**config.mk**
```make
export PLATFORM = sky130hd
export DESIGN_NAME = ssirq_regs
export DESIGN_NICKNAME = d
export VERILOG_FILES = /design/src/ssirq_pkg.sv /design/src/ssirq_prescale.sv /design/src/ssirq_timeout.sv /design/src/ssirq_regs.sv
export SDC_FILE = /design/constraint.sdc
export NUM_CORES = 1
export LEC_CHECK = 0
export BUFFER_PORTS_ARGS = -buffer_cell sky130_fd_sc_hd__buf_2
export CAP_MARGIN = 40
export CORE_MARGIN = 3
export CORE_UTILIZATION = 51
export CTS_BUF_LIST = sky130_fd_sc_hd__clkbuf_2
export CTS_CLUSTER_DIAMETER = 80
export DETAILED_ROUTE_END_ITERATION = 8
export PLACE_DENSITY = 0.79
export SETUP_SLACK_MARGIN = 0.05
export SYNTH_ARGS = -nofsm -noshare
export SYNTH_HDL_FRONTEND = slang
export SYNTH_SLANG_ARGS = --single-unit
```
**constraint.sdc**
```tcl
create_clock -name aclk -period 2.55 [get_ports aclk]
set_input_delay 0.51 -clock aclk [delete_from_list [all_inputs] [get_ports aclk]]
set_output_delay 0.51 -clock aclk [all_outputs]
set_load 0.05 [all_outputs]
```
**src/ssirq_pkg.sv**
```systemverilog
// package of the serial port status / prescale / interrupt register block
// assumes a 32-bit AXI4-Lite register bus and a single 25 MHz system clock
package ssirq_pkg;

    // system clock figures
    localparam int unsigned CLK_HZ        = 25_000_000;  // system clock rate
    localparam int unsigned CLK_PERIOD_NS = 40;          // one clock in ns

    // register byte offsets inside the 4 KiB window
    localparam int unsigned ADDR_W         = 12;
    localparam logic [11:0] OFS_DATA       = 12'h008;  // fifo_data_port
    localparam logic [11:0] OFS_STATUS     = 12'h00c;  // fifo_busy_status
    localparam logic [11:0] OFS_PRESCALE   = 12'h010;  // clock_prescale
    localparam logic [11:0] OFS_MASK       = 12'h014;  // irq_mask
    localparam logic [11:0] OFS_RAW        = 12'h018;  // irq_raw_status
    localparam logic [11:0] OFS_MASKED     = 12'h01c;  // irq_masked_status
    localparam logic [11:0] OFS_CLEAR      = 12'h020;  // irq_clear
    localparam logic [11:0] OFS_IDENT4     = 12'hfd0;  // periph_ident_4
    localparam logic [11:0] OFS_IDENT5     = 12'hfd4;  // periph_ident_5

    // fifo_busy_status field positions
    localparam int unsigned BIT_BUSY       = 4;  // port_active_flag
    localparam int unsigned BIT_RX_FULL    = 3;  // rx_fifo_full_flag
    localparam int unsigned BIT_RX_NE      = 2;  // rx_fifo_has_data
    localparam int unsigned BIT_TX_NF      = 1;  // tx_fifo_has_room
    localparam int unsigned BIT_TX_EMPTY   = 0;  // tx_fifo_empty_flag

    // interrupt source positions, shared by mask, raw, masked and clear
    localparam int unsigned IRQ_TX_LEVEL   = 3;
    localparam int unsigned IRQ_RX_LEVEL   = 2;
    localparam int unsigned IRQ_RX_TIMEOUT = 1;
    localparam int unsigned IRQ_RX_OVERRUN = 0;

    // reset values
    localparam logic [4:0] STATUS_RST      = 5'h03;  // tx empty and has room
    localparam logic [3:0] RAW_RST         = 4'h8;   // tx fifo starts at or below half
    localparam logic [7:0] PRESCALE_RST    = 8'h00;
    localparam logic [3:0] MASK_RST        = 4'h0;

    // prescale and time-out figures
    localparam logic [7:0]  PRESCALE_MIN   = 8'h02;  // smallest usable divisor
    localparam int unsigned TIMEOUT_BITS   = 32;     // idle bit periods before time-out

    // bus responses
    localparam logic [1:0] RESP_OKAY       = 2'b00;
    localparam logic [1:0] RESP_SLVERR     = 2'b10;

endpackage

```
**src/ssirq_prescale.sv**
```systemverilog
// prescale divider: one-cycle tick every divisor clocks of the system clock
// assumes divisor is even and at least 2; smaller values stop the tick
`timescale 1ns/1ns
module ssirq_prescale (
    // clock and reset
    input  wire logic       aclk,
    input  wire logic       aresetn,
    // control
    input  wire logic       run_en,        // port enabled
    input  wire logic [7:0] divisor,       // prescale_divisor, lsb already zero
    // output
    output logic            bit_tick       // serial_bit_clock enable pulse
);

    typedef struct packed {
        logic [7:0] cnt;   // clocks since last tick
        logic       tick;  // registered tick
    } ssirq_pre_s;

    ssirq_pre_s st_ff;
    ssirq_pre_s nxt_st;

    // divide: count 0..divisor-1 and tick on wrap
    always_comb begin
        nxt_st      = st_ff;
        nxt_st.tick = 1'b0;
        if (!run_en || divisor < ssirq_pkg::PRESCALE_MIN) begin
            nxt_st.cnt = 8'h00;  // stopped: next start is a full period
        end else if (st_ff.cnt >= divisor - 8'h01) begin
            nxt_st.cnt  = 8'h00;
            nxt_st.tick = 1'b1;
        end else begin
            nxt_st.cnt = st_ff.cnt + 8'h01;
        end
    end

    // state register
    always_ff @(posedge aclk) begin
        if (!aresetn) begin
            st_ff <= '0;
        end else begin
            st_ff <= nxt_st;
        end
    end

    assign bit_tick = st_ff.tick;

    // an even divisor of at least two never gives back-to-back ticks
    a_tick_spacing: assert property (
        @(posedge aclk) disable iff (!aresetn) st_ff.tick |=> !st_ff.tick)
        else $error("prescale tick repeated on consecutive clocks");

endmodule

```
**src/ssirq_timeout.sv**
```systemverilog
// receive idle timer: counts bit ticks while the receive fifo holds data
// assumes restart pulses on every received frame and every fifo read
`timescale 1ns/1ns
module ssirq_timeout #(
    parameter int unsigned LIMIT = ssirq_pkg::TIMEOUT_BITS  // idle bit periods
) (
    // clock and reset
    input  wire logic aclk,
    input  wire logic aresetn,
    // events
    input  wire logic bit_tick,   // one serial bit period elapsed
    input  wire logic armed,      // receive fifo not empty
    input  wire logic restart,    // frame arrived or entry read
    // output
    output logic      expired     // one-cycle time-out pulse
);

    localparam int unsigned CW = $clog2(LIMIT + 1);

    typedef struct packed {
        logic [CW-1:0] cnt;   // idle bit periods seen
        logic          hit;   // registered expiry pulse
    } ssirq_tmo_s;

    ssirq_tmo_s st_ff;
    ssirq_tmo_s nxt_st;

    // count idle periods; fire once, then hold until the next restart
    always_comb begin
        nxt_st     = st_ff;
        nxt_st.hit = 1'b0;
        if (!armed || restart) begin
            nxt_st.cnt = '0;
        end else if (bit_tick && st_ff.cnt < CW'(LIMIT)) begin
            nxt_st.cnt = st_ff.cnt + CW'(1);
            nxt_st.hit = (st_ff.cnt == CW'(LIMIT - 1));
        end
    end

    // state register
    always_ff @(posedge aclk) begin
        if (!aresetn) begin
            st_ff <= '0;
        end else begin
            st_ff <= nxt_st;
        end
    end

    assign expired = st_ff.hit;

endmodule

```
**src/ssirq_regs.sv**
```systemverilog
// register block of the synchronous serial port: status, prescale, interrupts
// assumes the fifos and shifters sit outside and report counts and frame events
// Operation
// busy while frame in flight or tx holds data
// rx full flag set when no free entry
// rx not-empty flag set when entries present
// tx has-room flag clear only when full
// tx empty flag set when tx fifo empty
// prescale value divides system clock for bit timing
// prescale even, 2..254, lsb reads zero
// mask bits read back, write sets/clears, reset zero
// mask bits: 3 tx, 2 rx, 1 timeout, 0 overrun
// tx raw flag when tx at or below half
// rx raw flag when rx at or above half
// timeout raw flag latches on receive time-out
// overrun raw flag latches on rx overflow
// raw status readable, writes ignored
// masked status is raw AND mask, read-only
// write one to bit 1 clears timeout
// write one to bit 0 clears overrun
// ident registers fixed read-only low-byte values
// software leaves reserved bits alone
// data read pops rx, write pushes tx
// overrun when frame arrives into full rx fifo
// timeout after idle bit periods with rx data
`timescale 1ns/1ns
module ssirq_regs #(
    parameter int unsigned FIFO_DEPTH   = 8,                      // entries per fifo
    parameter int unsigned TIMEOUT_BITS = ssirq_pkg::TIMEOUT_BITS,
    parameter logic [7:0]  IDENT_4      = 8'h5a,                  // arbitrary identity value
    parameter logic [7:0]  IDENT_5      = 8'h3c,                  // arbitrary identity value
    parameter int unsigned CW           = $clog2(FIFO_DEPTH + 1)  // fifo count width
) (
    // clock and reset
    input  wire logic          aclk,
    input  wire logic          aresetn,
    // axi4-lite write address and data
    input  wire logic [11:0]   awaddr,
    input  wire logic          awvalid,
    output logic               awready,
    input  wire logic [31:0]   wdata,
    input  wire logic [3:0]    wstrb,
    input  wire logic          wvalid,
    output logic               wready,
    // axi4-lite write response
    output logic [1:0]         bresp,
    output logic               bvalid,
    input  wire logic          bready,
    // axi4-lite read
    input  wire logic [11:0]   araddr,
    input  wire logic          arvalid,
    output logic               arready,
    output logic [31:0]        rdata,
    output logic [1:0]         rresp,
    output logic               rvalid,
    input  wire logic          rready,
    // fifo and shifter side
    input  wire logic          port_enable,      // enable bit of the control register
    input  wire logic          frame_in_flight,  // shifter sending or receiving
    input  wire logic [CW-1:0] tx_fifo_count,
    input  wire logic [CW-1:0] rx_fifo_count,
    input  wire logic [15:0]   rx_fifo_head,     // oldest receive entry
    input  wire logic          rx_frame_done,    // pulse: a complete frame arrived
    output logic               tx_push,          // pulse: write tx_push_data
    output logic [15:0]        tx_push_data,
    output logic               rx_pop,           // pulse: drop oldest rx entry
    output logic               rx_store,         // pulse: keep the arrived frame
    output logic               serial_bit_clock  // prescaled bit-rate enable
);

    localparam logic [CW-1:0] FULL_CNT = CW'(FIFO_DEPTH);
    localparam logic [CW-1:0] HALF_CNT = CW'(FIFO_DEPTH / 2);

    // all state of the block apart from the divider and idle timer
    typedef struct packed {
        logic        awready;   // address slot free
        logic        wready;    // data slot free
        logic        aw_held;   // write address captured
        logic [11:0] aw_addr;
        logic        w_held;    // write data captured
        logic [31:0] w_data;
        logic [3:0]  w_strb;
        logic        bvalid;
        logic [1:0]  bresp;
        logic        arready;
        logic        rvalid;
        logic [31:0] rdata;
        logic [1:0]  rresp;
        logic [7:0]  prescale;  // prescale_divisor
        logic [3:0]  mask;      // irq_mask
        logic [4:0]  status;    // fifo_busy_status
        logic [3:0]  raw;       // irq_raw_status
        logic        tx_push;
        logic [15:0] tx_data;
        logic        rx_pop;
        logic        rx_store;
    } ssirq_main_s;

    ssirq_main_s st_ff;
    ssirq_main_s nxt_st;

    logic        bit_tick;   // one bit period elapsed
    logic        tmo_hit;    // receive idle time-out pulse
    logic        wr_fire;    // address and data both captured, write performed
    logic        rd_fire;    // read address taken this clock
    logic [3:0]  clr_bits;   // write-one-to-clear strobes
    logic        rx_full;
    logic        ovr_event;  // frame arrived with nowhere to go

    // bit-rate divider, run only while the port is enabled
    ssirq_prescale u_prescale (
        .aclk     (aclk),
        .aresetn  (aresetn),
        .run_en   (port_enable),
        .divisor  (st_ff.prescale),
        .bit_tick (bit_tick)
    );

    // idle timer restarted by each frame and each fifo read
    ssirq_timeout #(
        .LIMIT (TIMEOUT_BITS)
    ) u_timeout (
        .aclk     (aclk),
        .aresetn  (aresetn),
        .bit_tick (bit_tick),
        .armed    (rx_fifo_count != '0),
        .restart  (rx_frame_done || st_ff.rx_pop),
        .expired  (tmo_hit)
    );

    assign wr_fire   = st_ff.aw_held && st_ff.w_held && !st_ff.bvalid;
    assign rd_fire   = arvalid && st_ff.arready;
    assign rx_full   = (rx_fifo_count >= FULL_CNT);
    assign ovr_event = rx_frame_done && rx_full;
    assign clr_bits  = (wr_fire && st_ff.aw_addr == ssirq_pkg::OFS_CLEAR && st_ff.w_strb[0])
                       ? st_ff.w_data[3:0] : 4'h0;

    // next state: bus slave, registers, status sampling and event flags
    always_comb begin
        nxt_st          = st_ff;
        nxt_st.tx_push  = 1'b0;
        nxt_st.rx_pop   = 1'b0;
        nxt_st.rx_store = rx_frame_done && !rx_full;  // full fifo drops the frame, keeps entries

        // capture address and data in either order
        if (awvalid && st_ff.awready) begin
            nxt_st.aw_held = 1'b1;
            nxt_st.aw_addr = awaddr;
        end
        if (wvalid && st_ff.wready) begin
            nxt_st.w_held = 1'b1;
            nxt_st.w_data = wdata;
            nxt_st.w_strb = wstrb;
        end

        // perform the write once both halves are in
        if (wr_fire) begin
            nxt_st.aw_held = 1'b0;
            nxt_st.w_held  = 1'b0;
            nxt_st.bvalid  = 1'b1;
            nxt_st.bresp   = ssirq_pkg::RESP_OKAY;
            unique case (st_ff.aw_addr)
                ssirq_pkg::OFS_DATA: begin
                    nxt_st.tx_push = 1'b1;
                    nxt_st.tx_data = st_ff.w_data[15:0];
                end
                ssirq_pkg::OFS_PRESCALE: begin
                    if (st_ff.w_strb[0]) begin
                        nxt_st.prescale = {st_ff.w_data[7:1], 1'b0};
                    end
                end
                ssirq_pkg::OFS_MASK: begin
                    if (st_ff.w_strb[0]) begin
                        nxt_st.mask = st_ff.w_data[3:0];
                    end
                end
                // read-only and clear registers: writes change no stored value here
                ssirq_pkg::OFS_STATUS, ssirq_pkg::OFS_RAW, ssirq_pkg::OFS_MASKED,
                ssirq_pkg::OFS_CLEAR, ssirq_pkg::OFS_IDENT4, ssirq_pkg::OFS_IDENT5: begin
                    nxt_st.bresp = ssirq_pkg::RESP_OKAY;
                end
                default: begin
                    nxt_st.bresp = ssirq_pkg::RESP_SLVERR;  // unmapped address
                end
            endcase
        end
        if (st_ff.bvalid && bready) begin
            nxt_st.bvalid = 1'b0;
        end
        // one write at a time: slots reopen only after the response is taken
        nxt_st.awready = !nxt_st.aw_held && !nxt_st.bvalid;
        nxt_st.wready  = !nxt_st.w_held && !nxt_st.bvalid;

        // read: answer with data in the clock after the address is taken
        if (rd_fire) begin
            nxt_st.rvalid = 1'b1;
            nxt_st.rresp  = ssirq_pkg::RESP_OKAY;
            nxt_st.rdata  = 32'h0000_0000;  // reserved bits read zero
            unique case (araddr)
                ssirq_pkg::OFS_DATA: begin
                    nxt_st.rdata[15:0] = rx_fifo_head;
                    nxt_st.rx_pop      = (rx_fifo_count != '0);
                end
                ssirq_pkg::OFS_STATUS:   nxt_st.rdata[4:0] = st_ff.status;
                ssirq_pkg::OFS_PRESCALE: nxt_st.rdata[7:0] = st_ff.prescale;
                ssirq_pkg::OFS_MASK:     nxt_st.rdata[3:0] = st_ff.mask;
                ssirq_pkg::OFS_RAW:      nxt_st.rdata[3:0] = st_ff.raw;
                ssirq_pkg::OFS_MASKED:   nxt_st.rdata[3:0] = st_ff.raw & st_ff.mask;
                ssirq_pkg::OFS_CLEAR:    nxt_st.rdata      = 32'h0000_0000;
                ssirq_pkg::OFS_IDENT4:   nxt_st.rdata[7:0] = IDENT_4;
                ssirq_pkg::OFS_IDENT5:   nxt_st.rdata[7:0] = IDENT_5;
                default: begin
                    nxt_st.rresp = ssirq_pkg::RESP_SLVERR;  // unmapped address
                end
            endcase
        end
        if (st_ff.rvalid && rready) begin
            nxt_st.rvalid = 1'b0;
        end
        nxt_st.arready = !nxt_st.rvalid;

        // fifo and busy status, sampled every clock
        nxt_st.status[ssirq_pkg::BIT_BUSY]     = frame_in_flight || (tx_fifo_count != '0);
        nxt_st.status[ssirq_pkg::BIT_RX_FULL]  = rx_full;
        nxt_st.status[ssirq_pkg::BIT_RX_NE]    = (rx_fifo_count != '0);
        nxt_st.status[ssirq_pkg::BIT_TX_NF]    = (tx_fifo_count < FULL_CNT);
        nxt_st.status[ssirq_pkg::BIT_TX_EMPTY] = (tx_fifo_count == '0);

        // level sources follow the fifo counts
        nxt_st.raw[ssirq_pkg::IRQ_TX_LEVEL] = (tx_fifo_count <= HALF_CNT);
        nxt_st.raw[ssirq_pkg::IRQ_RX_LEVEL] = (rx_fifo_count >= HALF_CNT);
        // latched sources: a new event beats a clear in the same clock
        nxt_st.raw[ssirq_pkg::IRQ_RX_TIMEOUT] = tmo_hit ||
            (st_ff.raw[ssirq_pkg::IRQ_RX_TIMEOUT] && !clr_bits[ssirq_pkg::IRQ_RX_TIMEOUT]);
        nxt_st.raw[ssirq_pkg::IRQ_RX_OVERRUN] = ovr_event ||
            (st_ff.raw[ssirq_pkg::IRQ_RX_OVERRUN] && !clr_bits[ssirq_pkg::IRQ_RX_OVERRUN]);
    end

    // state register; reset values make status and tx level read as idle
    always_ff @(posedge aclk) begin
        if (!aresetn) begin
            st_ff          <= '0;
            st_ff.awready  <= 1'b1;
            st_ff.wready   <= 1'b1;
            st_ff.arready  <= 1'b1;
            st_ff.prescale <= ssirq_pkg::PRESCALE_RST;
            st_ff.mask     <= ssirq_pkg::MASK_RST;
            st_ff.status   <= ssirq_pkg::STATUS_RST;
            st_ff.raw      <= ssirq_pkg::RAW_RST;
        end else begin
            st_ff <= nxt_st;
        end
    end

    // outputs straight from the state register; serial_bit_clock straight from the divider's tick register
    assign awready          = st_ff.awready;
    assign wready           = st_ff.wready;
    assign bresp            = st_ff.bresp;
    assign bvalid           = st_ff.bvalid;
    assign arready          = st_ff.arready;
    assign rdata            = st_ff.rdata;
    assign rresp            = st_ff.rresp;
    assign rvalid           = st_ff.rvalid;
    assign tx_push          = st_ff.tx_push;
    assign tx_push_data     = st_ff.tx_data;
    assign rx_pop           = st_ff.rx_pop;
    assign rx_store         = st_ff.rx_store;
    assign serial_bit_clock = bit_tick;

    // busy reflects shifter activity or queued transmit data
    a_busy_flag: assert property (
        @(posedge aclk) disable iff (!aresetn)
        $past(aresetn) |-> st_ff.status[4] == ($past(frame_in_flight) || $past(tx_fifo_count) != '0))
        else $error("busy flag does not follow activity");

    // receive full and not-empty track the receive count
    a_rx_flags: assert property (
        @(posedge aclk) disable iff (!aresetn)
        $past(aresetn) |-> (st_ff.status[3] == ($past(rx_fifo_count) >= FULL_CNT)) &&
                           (st_ff.status[2] == ($past(rx_fifo_count) != '0)))
        else $error("receive fifo flags wrong");

    // transmit room and empty track the transmit count
    a_tx_flags: assert property (
        @(posedge aclk) disable iff (!aresetn)
        $past(aresetn) |-> (st_ff.status[1] == ($past(tx_fifo_count) < FULL_CNT)) &&
                           (st_ff.status[0] == ($past(tx_fifo_count) == '0)))
        else $error("transmit fifo flags wrong");

    // divisor never holds an odd value
    a_prescale_even: assert property (
        @(posedge aclk) disable iff (!aresetn) st_ff.prescale[0] == 1'b0)
        else $error("prescale lsb not zero");

    // a mask write lands one clock later with the written bits
    a_mask_write: assert property (
        @(posedge aclk) disable iff (!aresetn)
        wr_fire && st_ff.aw_addr == ssirq_pkg::OFS_MASK && st_ff.w_strb[0]
        |=> st_ff.mask == $past(st_ff.w_data[3:0]))
        else $error("mask write not taken");

    // level sources follow the counts against half depth
    a_level_raw: assert property (
        @(posedge aclk) disable iff (!aresetn)
        $past(aresetn) |-> (st_ff.raw[3] == ($past(tx_fifo_count) <= HALF_CNT)) &&
                           (st_ff.raw[2] == ($past(rx_fifo_count) >= HALF_CNT)))
        else $error("level interrupt flags wrong");

    // a frame into a full fifo latches overrun and is not stored
    a_overrun_set: assert property (
        @(posedge aclk) disable iff (!aresetn)
        rx_frame_done && rx_full |=> st_ff.raw[0] && !st_ff.rx_store)
        else $error("overrun not latched");

    // clearing the timeout with no new expiry drops the flag
    a_timeout_clear: assert property (
        @(posedge aclk) disable iff (!aresetn)
        clr_bits[1] && !tmo_hit |=> !st_ff.raw[1])
        else $error("timeout flag not cleared");

    // masked status read returns raw and mask of the same clock
    a_masked_read: assert property (
        @(posedge aclk) disable iff (!aresetn)
        rd_fire && araddr == ssirq_pkg::OFS_MASKED |=> rvalid && rdata == {28'h0, $past(st_ff.raw & st_ff.mask)})
        else $error("masked status read wrong");

    // a data read with entries waiting pops exactly once
    a_data_pop: assert property (
        @(posedge aclk) disable iff (!aresetn)
        rd_fire && araddr == ssirq_pkg::OFS_DATA && rx_fifo_count != '0 |=> rx_pop ##1 !rx_pop)
        else $error("data read did not pop receive fifo");

    // clearing overrun with no new overflow drops the flag
    a_overrun_clear: assert property (
        @(posedge aclk) disable iff (!aresetn)
        clr_bits[0] && !ovr_event |=> !st_ff.raw[0])
        else $error("overrun flag not cleared");

    // an idle time-out pulse latches the raw flag
    a_timeout_set: assert property (
        @(posedge aclk) disable iff (!aresetn)
        tmo_hit |=> st_ff.raw[1])
        else $error("timeout flag not latched");

endmodule

```
==> reports/results.txt <==
Number of synthesized register bits - 109
First-pass GRT wire length - 19,000 µm
Worst endpoint required time - 3.02 ns
Placer Congestion - 0.923
GR Layer Usage met2 - 34.7%
H-Tree Depth - 3
Post-CTS Hold Fix Bufs - 0
Initial antenna violation count - 0
Clock latency on the worst-skew pair - 0.55 ns
DR iter-0 viols - 159
Final wirelength - 11,500 µm
CP Class - reg -> reg
Layout overhead on the synthesized area - 9.85%
Hold Fails Final Rpt - 0
Total Routing Usage GR - 20.6%
# diodes - 0
Fillers - 878
Nets - 786
Setup violators final - 0
Reg-to-reg startpoint - st_ff[33]$_SDFFE_PN0P_
Worst hold start - tx_fifo_count[3]
Slew headroom - 50.6%
Startpoint types - flop
Yosys top cell area share - 42.8%
Die width - 106 µm
Hold/Removal Path Class - in -> reg
Register clock-pin slew on the reported worst setup and hold paths - 0.26 ns
Fin crit period - 2.25 ns
Crit path from - st_ff[33]$_SDFFE_PN0P_
Vias post-DR - 4,306
Largest net degree at the start of global routing - 29
Post-route ant nets - 0
Via/cell ratio - 5.28
Post-route total power - 2.98 mW
Outcome - finished, final reports clean
Ys async rst share - 0%
F_max - 0.444 GHz
Crit end category - flop
GRT met1 Usage - 26.6%
Worst-margin pin slew - 0.736 ns
Clock root cell - clkbuf_2
Wire per inst - 14.1 µm
Mapped Area - 5100 µm²
Leakage - 2.37 nW
Most instantiated cells after synthesis - 130 x nand2_1, 109 x dfxtp_1, 63 x a21oi_1, 53 x buf_4, 39 x nor2_1
Worst Hold Slack - 0.119 ns
Warnings, synthesis - 0
Final Cycle Share - 88.2%
Setup WS post-layout - 0.300 ns
Slew Limit Fails - 0
Remaining Overflow, GRT - 0
Max IR drop VDD - 0.000290 V
Synth Flop Type - dfxtp_1
RSZ-0062 raised after global routing - false
Pre-CTS setup slack - 0.0943 ns
Post-synth EDFFs - 0
Synth top area cells - dfxtp_1 43%, nand2_1 9.6%, buf_4 7.8%, a21oi_1 6.2%, mux2i_1 3.7%
Bufs on Longest Clock Path - 2
Floorplan core area - 9460 µm²
Post-CTS resize count - 0
Max-capacitance violation count - 0
Synth area leader - dfxtp_1
Arrival time worst endpoint - 2.72 ns
Die area - 11,200 µm²
Starting Density - 53.9%
Seq/Total Area, Yosys - 42.8%
Pwr/cell area - 531 nW/µm²
Total I/O pin count - 155
Netlist cell types - 59
Layout cells sized above 1 - 24.2%
Port buffer count - 117
Die Height - 106 µm
CTS sink cnt - 109
Rows - 35
Final clock skew - 0.0350 ns
Post-CTS setup buffer count - 0
Setup tns final - 0 ns
TritonCTS clock tree - yes
Syn Area/Cell - 8.38 µm²
GRT met3 Usage - 4.07%
CP max FO - 8
Post-Synthesis Cells - 608
HPWL Detailed - 8880 µm
CTS Buf Count - 9
DRT Pass-1 Iters - 4
Top-count cell post-synth - nand2_1
Vias in the first global route - 4,012
DRC errors left - 0
Global routing's busiest layer - met2
## stage by stage
step           utilization (%)  instance area (µm²)  cells
6_report                  59.2                 5600    816
5_1_grt                   59.2                 5600    816
4_1_cts                   59.2                 5600    816
3_5_place_dp              58.0                 5490    800
3_3_place_gp              58.0                 5490    800
2_1_floorplan                -                 5160    625
## cell type report
type / count / area [µm²] / share of cell area, %
Clock buffer: 10 / 50.0 / 0.894
Clock inverter: 6 / 62.6 / 1.12
Inverter: 9 / 33.8 / 0.603
Multi-Input combinational cell: 425 / 2430 / 43.4
Sequential cell: 109 / 2180 / 39.0
Tap cell: 129 / 161 / 2.88
Timing Repair Buffer: 128 / 681 / 12.2
## power breakdown
part           internal (mW)  switching [mW]
Clock                  0.230           0.538
Sequential              1.77          0.0415
Combinational          0.119           0.280
## routing by layer
metal  share of wire (%)  wire, µm
met5                   0         0
met2                  49      5580
met3                 6.6       754
met4                 1.4       165
met1                  43      4980
## cell families after synthesis
group / count (synthesis) / synth area share, %
buf+inv: 91 / 10.8
flops: 109 / 42.8
fa+ha+maj: 11 / 2.65
other cells: 1 / 0.0736
compound gates: 109 / 13.1
xor+xnor: 15 / 2.58
simple gates: 253 / 24.2
mux: 19 / 3.73
## cells in the final DEF, fill, tap and decap left out, types with 2 or more instances in the layout
cell / count
dfxtp_1: 109
a21oi_2: 8
conb_1: 18
nand3_1: 8
clkbuf_2: 10
or4_1: 2
o31ai_1: 2
o41ai_1: 2
o21ai_0: 6
nor2_1: 39
and3_1: 4
mux2i_1: 19
clkinv_1: 2
nand4b_1: 2
nand2_1: 130
nand2b_1: 3
o21ai_1: 4
a221oi_1: 5
nor4_1: 7
buf_4: 10
or3_1: 4
buf_2: 117
o21a_1: 4
nor2b_1: 4
a21o_1: 5
nand4_1: 5
ha_1: 10
nand3b_1: 2
nand3_2: 8
a21oi_1: 63
nor3_1: 15
and2_1: 9
xnor2_1: 7
xor2_1: 8
inv_1: 8
## sequential cells by signal, indices dropped and copies added, names as in the netlist
register             count
st_ff                   51
rdata                   16
tx_push_data            16
u_prescale.st_ff         8
u_timeout.st_ff          6
arready                  1
awready                  1
bresp                    1
bvalid                   1
rresp                    1
rvalid                   1
rx_pop                   1
rx_store                 1
tx_push                  1
u_prescale.bit_tick      1
u_timeout.expired        1
wready                   1
## worst max-delay path, stage by stage (launching register included)
cell	delay [ns]
dfxtp_1	0.52
inv_1	0.10
ha_1	0.26
nand2_1	0.09
xor2_1	0.17
ha_1	0.27
a211o_1	0.25
a21oi_1	0.17
o21ai_1	0.22
nor2_1	0.17
## final timing paths
| kind | end | slack [ns] | depth (start not counted) |
|---|---|---|---|
| max | u_prescale.st_ff[6]$_SDFF_PP0_ | 0.30 | 9 |
| min reg2reg | tx_push_data[12]$_SDFFE_PN0P_ | 0.47 | 2 |
| min | st_ff[24]$_SDFF_PN1_ | 0.12 | 2 |
| max reg2reg | u_prescale.st_ff[6]$_SDFF_PP0_ | 0.30 | 9 |
Note: power is estimated with default switching activity, not from simulation.
